==> config.mk <==
export PLATFORM = sky130hd
export DESIGN_NAME = aps_segment_regs
export DESIGN_NICKNAME = d
export VERILOG_FILES = /design/src/aps_pkg.sv /design/src/aps_preset_rom.sv /design/src/aps_seg_timer.sv /design/src/aps_segment_regs.sv
export SDC_FILE = /design/constraint.sdc
export NUM_CORES = 1
export LEC_CHECK = 0
export ABC_CLOCK_PERIOD_IN_PS = 3300
export BUFFER_PORTS_ARGS = -buffer_cell sky130_fd_sc_hd__buf_4
export CAP_MARGIN = 10
export CORE_MARGIN = 5
export CORE_UTILIZATION = 55
export DETAILED_ROUTE_END_ITERATION = 10
export GPL_TIMING_DRIVEN = 0
export PLACE_DENSITY = 0.92
export SLEW_MARGIN = 20
export SYNTH_ARGS = -nofsm -noshare
export SYNTH_HDL_FRONTEND = slang
export SYNTH_HIERARCHICAL = 1
export SYNTH_SLANG_ARGS = --single-unit
==> constraint.sdc <==
create_clock -name ref_clk -period 3.3 [get_ports ref_clk]
set_input_delay 0.66 -clock ref_clk [delete_from_list [all_inputs] [get_ports ref_clk]]
set_output_delay 0.66 -clock ref_clk [all_outputs]
set_load 0.02 [all_outputs]
==> src/aps_pkg.sv <==
// shared constants and types for the arbitrary pulse segment registers
package aps_pkg;

  // ********************************************************
  // widths and counts
  // ********************************************************
  localparam int ADDR_W    = 5;   // register address width
  localparam int DATA_W    = 8;   // register data width
  localparam int MAG_W     = 6;   // magnitude part of a code
  localparam int SEG_COUNT = 8;   // segments per pulse
  localparam int OWN_REGS  = 3;   // registers held here

  // ********************************************************
  // register offsets, field positions, reset values
  // ********************************************************
  localparam logic [4:0] SEG_TWO_ADDR   = 5'h09;
  localparam logic [4:0] SEG_THREE_ADDR = 5'h0A;
  localparam logic [4:0] SEG_FOUR_ADDR  = 5'h0B;
  localparam int         SIGN_POS       = 6;     // polarity bit
  localparam int         MAG_MSB        = 5;     // top magnitude bit
  localparam logic [7:0] SEG_REG_RESET  = 8'h00;
  localparam logic [7:0] READ_IDLE      = 8'h00; // unmapped answer

  // segment index of each own register (0 is segment one)
  localparam logic [2:0] SEG_IDX_TWO    = 3'h1;
  localparam logic [2:0] SEG_IDX_THREE  = 3'h2;
  localparam logic [2:0] SEG_IDX_FOUR   = 3'h3;

  // ********************************************************
  // timing counts
  // ********************************************************
  localparam int SEG_CYCLES_DEF = 8;  // ref_clk cycles per segment
  localparam int PERIOD_CYCLES  = SEG_COUNT * SEG_CYCLES_DEF;

  // ********************************************************
  // carriers
  // ********************************************************
  typedef struct packed {
    logic             sign;  // polarity
    logic [MAG_W-1:0] mag;   // magnitude, lsb at bit 0
  } aps_amp_t;

  typedef struct packed {
    logic     active;  // pulse being shaped
    logic [2:0] seg;   // current segment index
    aps_amp_t amp;     // amplitude to the driver
  } aps_drive_t;

  typedef struct packed {
    logic [ADDR_W-1:0] addr;
    logic [DATA_W-1:0] wdata;
    logic              wr;   // write strobe
    logic              rd;   // read strobe
  } aps_bus_t;

  // split a register value into its signed magnitude code
  function automatic aps_amp_t aps_decode(input logic [7:0] r);
    aps_amp_t a;
    a.sign = r[SIGN_POS];
    a.mag  = r[MAG_MSB:0];
    return a;
  endfunction

endpackage

==> src/aps_preset_rom.sv <==
// fixed preset pulse shape table with registered read data
`timescale 1ns/10ps
`default_nettype none
module aps_preset_rom
  import aps_pkg::*;
(
  input  wire logic       ref_clk,
  input  wire logic       reset_n,
  input  wire logic [2:0] seg_idx,
  output var  logic [6:0] rom_q_reg
);

  // ********************************************************
  // preset shape, one code per segment
  // ********************************************************
  function automatic logic [6:0] preset_code(input logic [2:0] i);
    unique case (i)
      3'h0: preset_code = 7'h30;
      3'h1: preset_code = 7'h3F;
      3'h2: preset_code = 7'h3C;
      3'h3: preset_code = 7'h38;
      3'h4: preset_code = 7'h48;
      3'h5: preset_code = 7'h44;
      3'h6: preset_code = 7'h42;
      3'h7: preset_code = 7'h00;
    endcase
  endfunction

  logic [6:0] rom_q_next;  // looked up code

  // lookup
  always_comb
  begin
    rom_q_next = preset_code(seg_idx);
  end

  // read data register
  always_ff @(posedge ref_clk)
  begin
    if (!reset_n)
      rom_q_reg <= 7'h00;
    else
      rom_q_reg <= rom_q_next;
  end
endmodule
`default_nettype wire

==> src/aps_seg_timer.sv <==
// segment timer: eight equal segments per master clock period
`timescale 1ns/10ps
`default_nettype none
module aps_seg_timer
  import aps_pkg::*;
#(
  parameter int SEG_CYCLES = SEG_CYCLES_DEF
)
(
  input  wire logic       ref_clk,
  input  wire logic       reset_n,
  output var  logic [2:0] seg_idx_reg,
  output var  logic       seg_tick_reg,
  output var  logic       period_start_reg
);

  localparam int CW = (SEG_CYCLES > 1) ? $clog2(SEG_CYCLES) : 1;
  localparam logic [CW-1:0] CNT_LAST = CW'(SEG_CYCLES - 1);

  logic [CW-1:0] cnt_reg;          // cycles within a segment
  logic [CW-1:0] cnt_next;
  logic [2:0]    seg_idx_next;
  logic          seg_tick_next;    // index advanced
  logic          period_start_next;

  // ********************************************************
  // divider and segment counter
  // ********************************************************
  always_comb
  begin
    cnt_next          = cnt_reg + CW'(1);
    seg_idx_next      = seg_idx_reg;
    seg_tick_next     = 1'b0;
    period_start_next = 1'b0;
    if (cnt_reg == CNT_LAST)
    begin
      // segment over, step in ascending order
      cnt_next          = '0;
      seg_idx_next      = seg_idx_reg + 3'h1;
      seg_tick_next     = 1'b1;
      // eighth segment wraps to the first
      period_start_next = (seg_idx_reg == 3'h7);
    end
  end

  always_ff @(posedge ref_clk)
  begin
    if (!reset_n)
    begin
      cnt_reg          <= '0;
      seg_idx_reg      <= 3'h0;
      seg_tick_reg     <= 1'b0;
      period_start_reg <= 1'b0;
    end
    else
    begin
      cnt_reg          <= cnt_next;
      seg_idx_reg      <= seg_idx_next;
      seg_tick_reg     <= seg_tick_next;
      period_start_reg <= period_start_next;
    end
  end

  // ********************************************************
  // checks
  // ********************************************************
  int seg_len_h;   // cycles since last segment start
  int per_len_h;   // cycles since last period start

  always_ff @(posedge ref_clk)
  begin
    if (!reset_n)
    begin
      seg_len_h <= 0;
      per_len_h <= 0;
    end
    else
    begin
      seg_len_h <= seg_tick_reg ? 1 : seg_len_h + 1;
      per_len_h <= period_start_reg ? 1 : per_len_h + 1;
    end
  end
endmodule
`default_nettype wire

==> src/aps_segment_regs.sv <==
// arbitrary pulse segment two to four registers and pulse shaper
//
// The implementer's own choice: the plain strobed port.
`timescale 1ns/10ps
`default_nettype none

// Behaviour
// - arbitrary mode shapes pulse from programmed segments
// - eight segments fill one master clock period
// - segment two amplitude at 0x09 bits 6:0
// - segment three amplitude at 0x0A bits 6:0
// - segment four amplitude at 0x0B bits 6:0
// - codes are signed magnitude, bit 6 sign
module aps_segment_regs
  import aps_pkg::*;
#(
  parameter int SEG_CYCLES = SEG_CYCLES_DEF  // cycles per segment
)
(
  input  wire logic           ref_clk,
  input  wire logic           reset_n,
  input  wire aps_bus_t       bus,            // register port
  input  wire logic           arb_mode_sel,   // arbitrary mode chosen
  input  wire logic           tx_mark,        // pulse wanted next period
  input  wire aps_amp_t [7:0] other_seg_amp,  // codes held elsewhere
  output var  logic [7:0]     rdata_reg,      // read data
  output var  aps_drive_t     drive_reg       // to the line driver
);

  // ********************************************************
  // address decode
  // ********************************************************

  // slot of an address among the own registers
  function automatic logic [2:0] addr_slot(input logic [4:0] a);
    unique case (a)
      SEG_TWO_ADDR:   addr_slot = 3'b100;  // hit, slot 0
      SEG_THREE_ADDR: addr_slot = 3'b101;  // hit, slot 1
      SEG_FOUR_ADDR:  addr_slot = 3'b110;  // hit, slot 2
      default:        addr_slot = 3'b000;  // unmapped
    endcase
  endfunction

  logic [2:0] wr_slot;   // decode of the write address
  logic [2:0] rd_slot;   // decode of the read address

  // decode both strobes through one function
  always_comb
  begin
    wr_slot = addr_slot(bus.addr) & {bus.wr, 2'b11};
    rd_slot = addr_slot(bus.addr) & {bus.rd, 2'b11};
  end

  // ********************************************************
  // segment amplitude registers
  // ********************************************************
  logic [7:0] seg_reg [OWN_REGS];   // stored values
  logic [7:0] seg_next [OWN_REGS];  // next values

  genvar gi;
  generate
    for (gi = 0; gi < OWN_REGS; gi++)
    begin : g_seg
      // write when the strobe hits this slot; bit 7 kept too
      always_comb
      begin
        if (wr_slot == {1'b1, 2'(gi)})
          seg_next[gi] = bus.wdata;
        else
          seg_next[gi] = seg_reg[gi];
      end

      always_ff @(posedge ref_clk)
      begin
        if (!reset_n)
          seg_reg[gi] <= SEG_REG_RESET;
        else
          seg_reg[gi] <= seg_next[gi];
      end
    end
  endgenerate

  // ********************************************************
  // read port
  // ********************************************************
  logic [7:0] rdata_next;  // answer for the next cycle

  // data stand only in the cycle after the strobe
  always_comb
  begin
    rdata_next = READ_IDLE;
    if (rd_slot[2])
      rdata_next = seg_reg[rd_slot[1:0]];
  end

  always_ff @(posedge ref_clk)
  begin
    if (!reset_n)
      rdata_reg <= READ_IDLE;
    else
      rdata_reg <= rdata_next;
  end

  // ********************************************************
  // segment timing and preset shape
  // ********************************************************
  logic [2:0] seg_idx;       // current segment
  logic       period_start;  // first cycle of segment one
  logic [6:0] preset_q;      // preset code, one cycle late

  // eight equal segments make one period
  aps_seg_timer #(
    .SEG_CYCLES (SEG_CYCLES)
  ) u_timer (
    .ref_clk          (ref_clk),
    .reset_n          (reset_n),
    .seg_idx_reg      (seg_idx),
    .seg_tick_reg     (),
    .period_start_reg (period_start)
  );

  // fixed shape used outside arbitrary mode
  aps_preset_rom u_rom (
    .ref_clk   (ref_clk),
    .reset_n   (reset_n),
    .seg_idx   (seg_idx),
    .rom_q_reg (preset_q)
  );

  // ********************************************************
  // period state: mark and mode held for a whole period
  // ********************************************************
  logic mark_cur_reg;   // mark of the running period
  logic mark_cur_next;
  logic arb_cur_reg;    // mode of the running period
  logic arb_cur_next;

  // sample only at the period start, so a mode change
  // never cuts a pulse in half
  always_comb
  begin
    mark_cur_next = mark_cur_reg;
    arb_cur_next  = arb_cur_reg;
    if (period_start)
    begin
      mark_cur_next = tx_mark;
      arb_cur_next  = arb_mode_sel;
    end
  end

  always_ff @(posedge ref_clk)
  begin
    if (!reset_n)
    begin
      mark_cur_reg <= 1'b0;
      arb_cur_reg  <= 1'b0;
    end
    else
    begin
      mark_cur_reg <= mark_cur_next;
      arb_cur_reg  <= arb_cur_next;
    end
  end

  // ********************************************************
  // stage: pick the segment code, aligned with preset_q
  // ********************************************************
  logic       act_stage_reg;  // pulse active
  logic       act_stage_next;
  logic       arb_stage_reg;  // arbitrary mode
  logic       arb_stage_next;
  logic [2:0] idx_stage_reg;  // segment of the stage
  logic [2:0] idx_stage_next;
  aps_amp_t   amp_stage_reg;  // programmed code
  aps_amp_t   amp_stage_next;

  always_comb
  begin
    // new period values apply from segment one on
    act_stage_next = period_start ? tx_mark : mark_cur_reg;
    arb_stage_next = period_start ? arb_mode_sel : arb_cur_reg;
    idx_stage_next = seg_idx;
    // own registers for segments two to four
    unique case (seg_idx)
      SEG_IDX_TWO:   amp_stage_next = aps_decode(seg_reg[0]);
      SEG_IDX_THREE: amp_stage_next = aps_decode(seg_reg[1]);
      SEG_IDX_FOUR:  amp_stage_next = aps_decode(seg_reg[2]);
      default:       amp_stage_next = other_seg_amp[seg_idx];
    endcase
  end

  always_ff @(posedge ref_clk)
  begin
    if (!reset_n)
    begin
      act_stage_reg <= 1'b0;
      arb_stage_reg <= 1'b0;
      idx_stage_reg <= 3'h0;
      amp_stage_reg <= '0;
    end
    else
    begin
      act_stage_reg <= act_stage_next;
      arb_stage_reg <= arb_stage_next;
      idx_stage_reg <= idx_stage_next;
      amp_stage_reg <= amp_stage_next;
    end
  end

  // ********************************************************
  // driver output
  // ********************************************************
  aps_drive_t drive_next;  // next driver word

  always_comb
  begin
    drive_next.active = act_stage_reg;
    // segments follow the timer in order
    drive_next.seg    = idx_stage_reg;
    if (!act_stage_reg)
      drive_next.amp = '0;                 // space: no pulse
    else if (arb_stage_reg)
      drive_next.amp = amp_stage_reg;
    else
      drive_next.amp = aps_amp_t'(preset_q); // fixed shape
  end

  always_ff @(posedge ref_clk)
  begin
    if (!reset_n)
      drive_reg <= '0;
    else
      drive_reg <= drive_next;
  end
endmodule
`default_nettype wire

==> results.toml, run 1 <==
[die]
effective_utilization_at_floorplan = 0.566
die_y_um = 85.3
die_width_um = 85.3
design.die.area_um2 = 7270
io_pins = 94
coreArea_um2 = 5510
placement_rows = 27

[worst_setup_path]
critical_path.endpoint_type = "register"
crit_required_ns = 3.53
worst-setup-path-type = "reg2reg"
setup.worst_path.start_class = "register"
timing.critical_path.fanout_max = 12
cp.arrival_ns = 2.19

[grt]
antenna_found_initial = 0
globalRouteTotalUtil = 0.240
grt_remaining_overflow = 0
grt_pass1_wl_um = 13800
grt_start_max_net_pins = 18
first_global_vias = 2887

[cts]
clk-insertion-delay-late_ns = 0.34
clock_tree.buffer_depth = 2
post-cts-setup-buffer-count = 0
cts_inserted_buffers = 9
cts_tree = "yes"
cts_max_level = 3
post_cts.resized_instances = 0
clk_pin_slew_ns = 0.07
cts_num_sinks = 68
clock_root_buffer = "clkbuf_8"
postCtsHoldBufs = 0

[detailed_routing]
drt-initial-drc-count = 168
firstDrtPassIters = 4
route.antenna.remaining_nets = 0
detail_routed_via_count_per_cell = 5.83
via_count = 2740
routedWlPerCell_um = 17.9
routed_wl_um = 8430
detail_route.drc_violations = 0

[timing]
setup_tns_ns = 0
finalSetupViolCount = 0
rsz0062_at_grt = "false"
slew_headroom = 0.649
period_share = 0.596
maxClockFrequency_ghz = 0.509
timing_max_transition_violations_final = 0
worst_slew_pin_slew_ns = 0.526
min_period_ns = 1.97
hold_ws_ns = 0.430
clock_skew_ns = 0.00557
hold_violations = 0

[synth]
post_synth.cell_area_avg_um2 = 10.1
synth_warnings = 6
synth.net_count = 394
syn_inst = 310
netlist_area_um2 = 3120

[place]
quantity_of_i_o_buffers_inserted_on_ports = 72
dpl.hpwl_um = 6200
finalWeightedCongestion = 0.886
placed_cells_incl_taps = 454

[power_and_ir_drop]
power_leakage_uw = 0.00154
p_per_area_nw_per_um2 = 446
max_ir_drop_vdd_mv = 0.263

[final_layout]
finish.utilization = 0.723
n_antenna_cell = 0
fillers = 395
finish.cell_count_without_fillers = 470
nets = 477
syn_to_final_growth_pct = 27.7
largest_register_ff_count = 24
layout-drive-gt1-share = 0.327

[run_status]
status = "finished, final reports clean"

[job]
max-cap-violations = 0

[min_path]
hp-class = "reg2reg"
cell type report:
type	count	area, um2	share of cell area
flip-flops and latches	68	1360	0.342
inverters	3	11.3	0.00283
clock buffers	11	131	0.0330
clock inverters	5	100	0.0252
multi-input cells	217	1640	0.412
plain buffers	22	105	0.0264
repair buffers	72	541	0.136
well taps	72	90.1	0.0226
layer usage:
layer	global-route usage	vias to the layer above	wire, um
met5	0	-	0
met4	0.134	0	250
met3	0.0485	28	471
met2	0.432	90	4460
met1	0.260	1332	3250
li1	-	1290	-
cell usage in the layout (no fill, tap or decap), drive strengths merged, types with 2 or more instances in the layout:
| cell type | instances |
|---|---|
| buf | 79 |
| dfxtp | 68 |
| o21ai | 47 |
| clkbuf | 26 |
| a21boi | 25 |
| nand3 | 24 |
| nor2 | 16 |
| mux2 | 14 |
| mux2i | 13 |
| ha | 9 |
| nor3 | 8 |
| a211oi | 8 |
| and2 | 8 |
| nor2b | 7 |
| mux4 | 7 |
| o22ai | 7 |
| and3b | 5 |
| nand2 | 4 |
| inv | 3 |
| bufinv | 3 |
| nand3b | 2 |
| clkinv | 2 |
| or2 | 2 |
| nor3b | 2 |
| nand2b | 2 |
stage by stage:
step	cell area, um2	worst slack [ns]	total power, uW
after floorplan	3120	1.60	909
after global placement	3750	1.32	982
after detailed placement	3750	1.23	987
after CTS	3980	1.36	1770
after global routing	3980	1.21	1820
final	3980	1.33	1770
power by group:
part / internal, uW / leakage [uW] / switching (uW)
combinational: 70.8 / 0.000871 / 64.0
sequential: 832 / 0.000551 / 5.04
clock: 500 / 0.000117 / 302
worst max-delay path, cell delays in order, from the launching register on:
cell,delay [ns]
dfxtp_1,0.64
buf_2,0.38
mux4_2,0.56
o22ai_1,0.20
nor2_1,0.06
path summary, 6_finish.rpt:
check	startpoint	endpoint	slack, ns	cells past startpoint
setup / recovery	u_timer/seg_idx_reg[2]$_SDFFE_PN0N_	amp_stage_reg[5]$_SDFF_PN0_	1.33	4
hold / removal	u_timer/cnt_reg[0]$_SDFF_PP0_	u_timer/cnt_reg[0]$_SDFF_PP0_	0.43	1
setup reg to reg	u_timer/seg_idx_reg[2]$_SDFFE_PN0N_	amp_stage_reg[5]$_SDFF_PN0_	1.33	4
hold reg to reg	u_timer/cnt_reg[0]$_SDFF_PP0_	u_timer/cnt_reg[0]$_SDFF_PP0_	0.43	1
(Power assumes the default switching activity.)
==> run 2, diff against run 1 <==
Settings changed: ABC_CLOCK_PERIOD_IN_PS 3300 to 1730, CORE_UTILIZATION 55 to 46, PLACE_DENSITY 0.92 to 0.83.
Clock period 3.3 ns to 1.73 ns, I/O delays scaled along.
==> run 2 against run 1 <==
Via count decreased by 4.0%. Sequential power increased by 91%. Sequential share of layout area increased by 0.31 points. Critical endpoint is now amp_stage_reg[4]$_SDFF_PN0_. Highest routed layer unchanged.
==> results.toml, run 2 (synthesis gave the netlist of run 1 again) <==
[detailed_routing]
routedWlPerCell_um = 16.4
via_count = 2631
route.antenna.remaining_nets = 0
detail_route.drc_violations = 0
firstDrtPassIters = 5
routed_wl_um = 7810
drt-initial-drc-count = 170
detail_routed_via_count_per_cell = 5.52

[power_and_ir_drop]
seq_power_share = 0.517
sw_frac = 0.217
combinational_group_share_of_total_power = 0.081
cell_internal_pwr_uw = 2420
total_switching_power_uw = 670
p_per_area_nw_per_um2 = 783
power_leakage_uw = 0.00152
max_ir_drop_vdd_mv = 0.459
power.clock.fraction = 0.402

[worst_setup_path]
cp.arrival_ns = 1.88
crit_required_ns = 1.96
setup.worst_path.start_class = "register"
worst-setup-path-type = "reg2reg"
crit_buf_inv = 1
critical_path.endpoint_type = "register"
timing.critical_path.max_delay_family = "multiplexers"
critical-path-max-stage-delay_ns = 0.53
reg2regPathDepth = 4
worstReg2RegEnd = "amp_stage_reg[4]$_SDFF_PN0_"
timing.critical_path.fanout_max = 12
slowest_stage = "mux4_2"
crit-reg2reg-launch = "u_timer/seg_idx_reg[2]$_SDFFE_PN0N_"
crit_chain = "buf_4 > mux4_2 > o22ai_1 > nor2_1"
setup.reg_to_reg.worst_slack_ns = 0.08
start_point_of_the_critical_path = "u_timer/seg_idx_reg[2]$_SDFFE_PN0N_"

[timing]
finalSetupViolCount = 0
maxClockFrequency_ghz = 0.607
hold_violations = 0
rsz0062_at_grt = "false"
slew_headroom = 0.661
timing_max_transition_violations_final = 0
worst_slew_pin_slew_ns = 0.509
clock_skew_ns = 0.00541
period_share = 0.952
hold_ws_ns = 0.294
min_period_ns = 1.65

[final_layout]
finish.cell_count_without_fillers = 477
largest_register_ff_count = 24
layout-drive-gt1-share = 0.327
mostFrequentLayoutCell = "buf_4"
reg_area_um2 = 1360
nets = 477
syn_to_final_growth_pct = 26.6
fillers = 590
mostFrequentLayoutCells = "buf_4 (74), dfxtp_1 (67), o21ai_0 (47), nand3_1 (24), a21boi_0 (23)"
multi_input_area_um2 = 1640
n_antenna_cell = 0

[cts]
cts_inserted_buffers = 9
clock_tree.buffer_depth = 2
clock_root_buffer = "clkbuf_8"
clk_pin_slew_ns = 0.07
postCtsHoldBufs = 0
cts_tree = "yes"
clk-insertion-delay-late_ns = 0.34
cts_max_level = 3
cts_num_sinks = 68
post-cts-setup-buffer-count = 0

[min_path]
min_path_cells = 3
hold_path_end = "seg_reg[2][1]$_SDFFE_PN0N_"
min_from = "bus[3]"
hp-class = "in2reg"

[grt]
first_global_vias = 2637
antenna_found_initial = 0
grt_start_max_net_pins = 18
grt_pass1_wl_um = 12700
globalRouteTotalUtil = 0.191
grt_remaining_overflow = 0

[die]
design.die.area_um2 = 8520
effective_utilization_at_floorplan = 0.466
die_width_um = 92.3
io_pins = 94
coreArea_um2 = 6680
placement_rows = 30
die_y_um = 92.3

[place]
finalWeightedCongestion = 0.909
dpl.hpwl_um = 6100
placed_cells_incl_taps = 462
quantity_of_i_o_buffers_inserted_on_ports = 72

[run_status]
status = "finished, final reports clean"

[job]
max-cap-violations = 0
-- run 2: worst max path at each step --
stage                             endpoint  slack (ns)  cells past startpoint
6_report       amp_stage_reg[4]$_SDFF_PN0_        0.08                      4
2_1_floorplan  amp_stage_reg[2]$_SDFF_PN0_        0.07                      4
4_1_cts        amp_stage_reg[4]$_SDFF_PN0_        0.07                      4
3_3_place_gp   amp_stage_reg[2]$_SDFF_PN0_       -0.17                      4
5_1_grt        amp_stage_reg[4]$_SDFF_PN0_       0.001                      4
3_5_place_dp   amp_stage_reg[4]$_SDFF_PN0_       -0.21                      4
-- run 2: final cells by class --
class | instances | share of cell area
Clock inverter | 2 | 0.00888
Clock buffer | 13 | 0.0377
Timing Repair Buffer | 72 | 0.137
Inverter | 3 | 0.00285
Multi-Input combinational cell | 217 | 0.415
Sequential cell | 68 | 0.345
Buffer | 22 | 0.0276
Tap cell | 80 | 0.0254
-- run 2: per-stage QoR --
step / util / instance area, um2 / total power, uW / worst slack [ns] / TNS (ns)
floorplan: - / 3120 / 1730 / 0.0685 / 0
global placement: 0.562 / 3760 / 1880 / -0.174 / -0.781
detailed placement: 0.562 / 3760 / 1880 / -0.209 / -0.951
CTS: 0.590 / 3950 / 3120 / 0.0665 / 0
global route: 0.591 / 3950 / 3210 / 0.00139 / 0
finish: 0.591 / 3950 / 3090 / 0.0822 / 0
-- run 2: layer usage --
layer | GRT usage | wire (um) | vias up
met5 | 0 | 0 | -
met4 | 0.0916 | 231 | 0
met3 | 0.0422 | 491 | 18
met2 | 0.344 | 4120 | 101
met1 | 0.210 | 2970 | 1227
li1 | - | - | 1285
-- run 2: worst register-to-register path, delay by kind of cell (launching register included) --
kind            cells  cell delay, ns
compound gates      1            0.19
buf+inv             1            0.27
flops               1            0.49
mux                 1            0.54
simple gates        1            0.06
-- run 2: power groups by stage --
stage	combinational (uW)	sequential, uW	clock, uW
final	251	1600	1240
after global routing	274	1600	1340
after CTS	250	1600	1270
after detailed placement	249	1630	0
after global placement	245	1630	0
after floorplan	107	1630	0
-- run 2: repair_timing --
action                     4_1_cts  5_1_grt
pin swaps                        0        0
resized for setup                2        2
hold endpoints to repair         0        0
setup endpoints to repair        6        5
cloned                           0        0
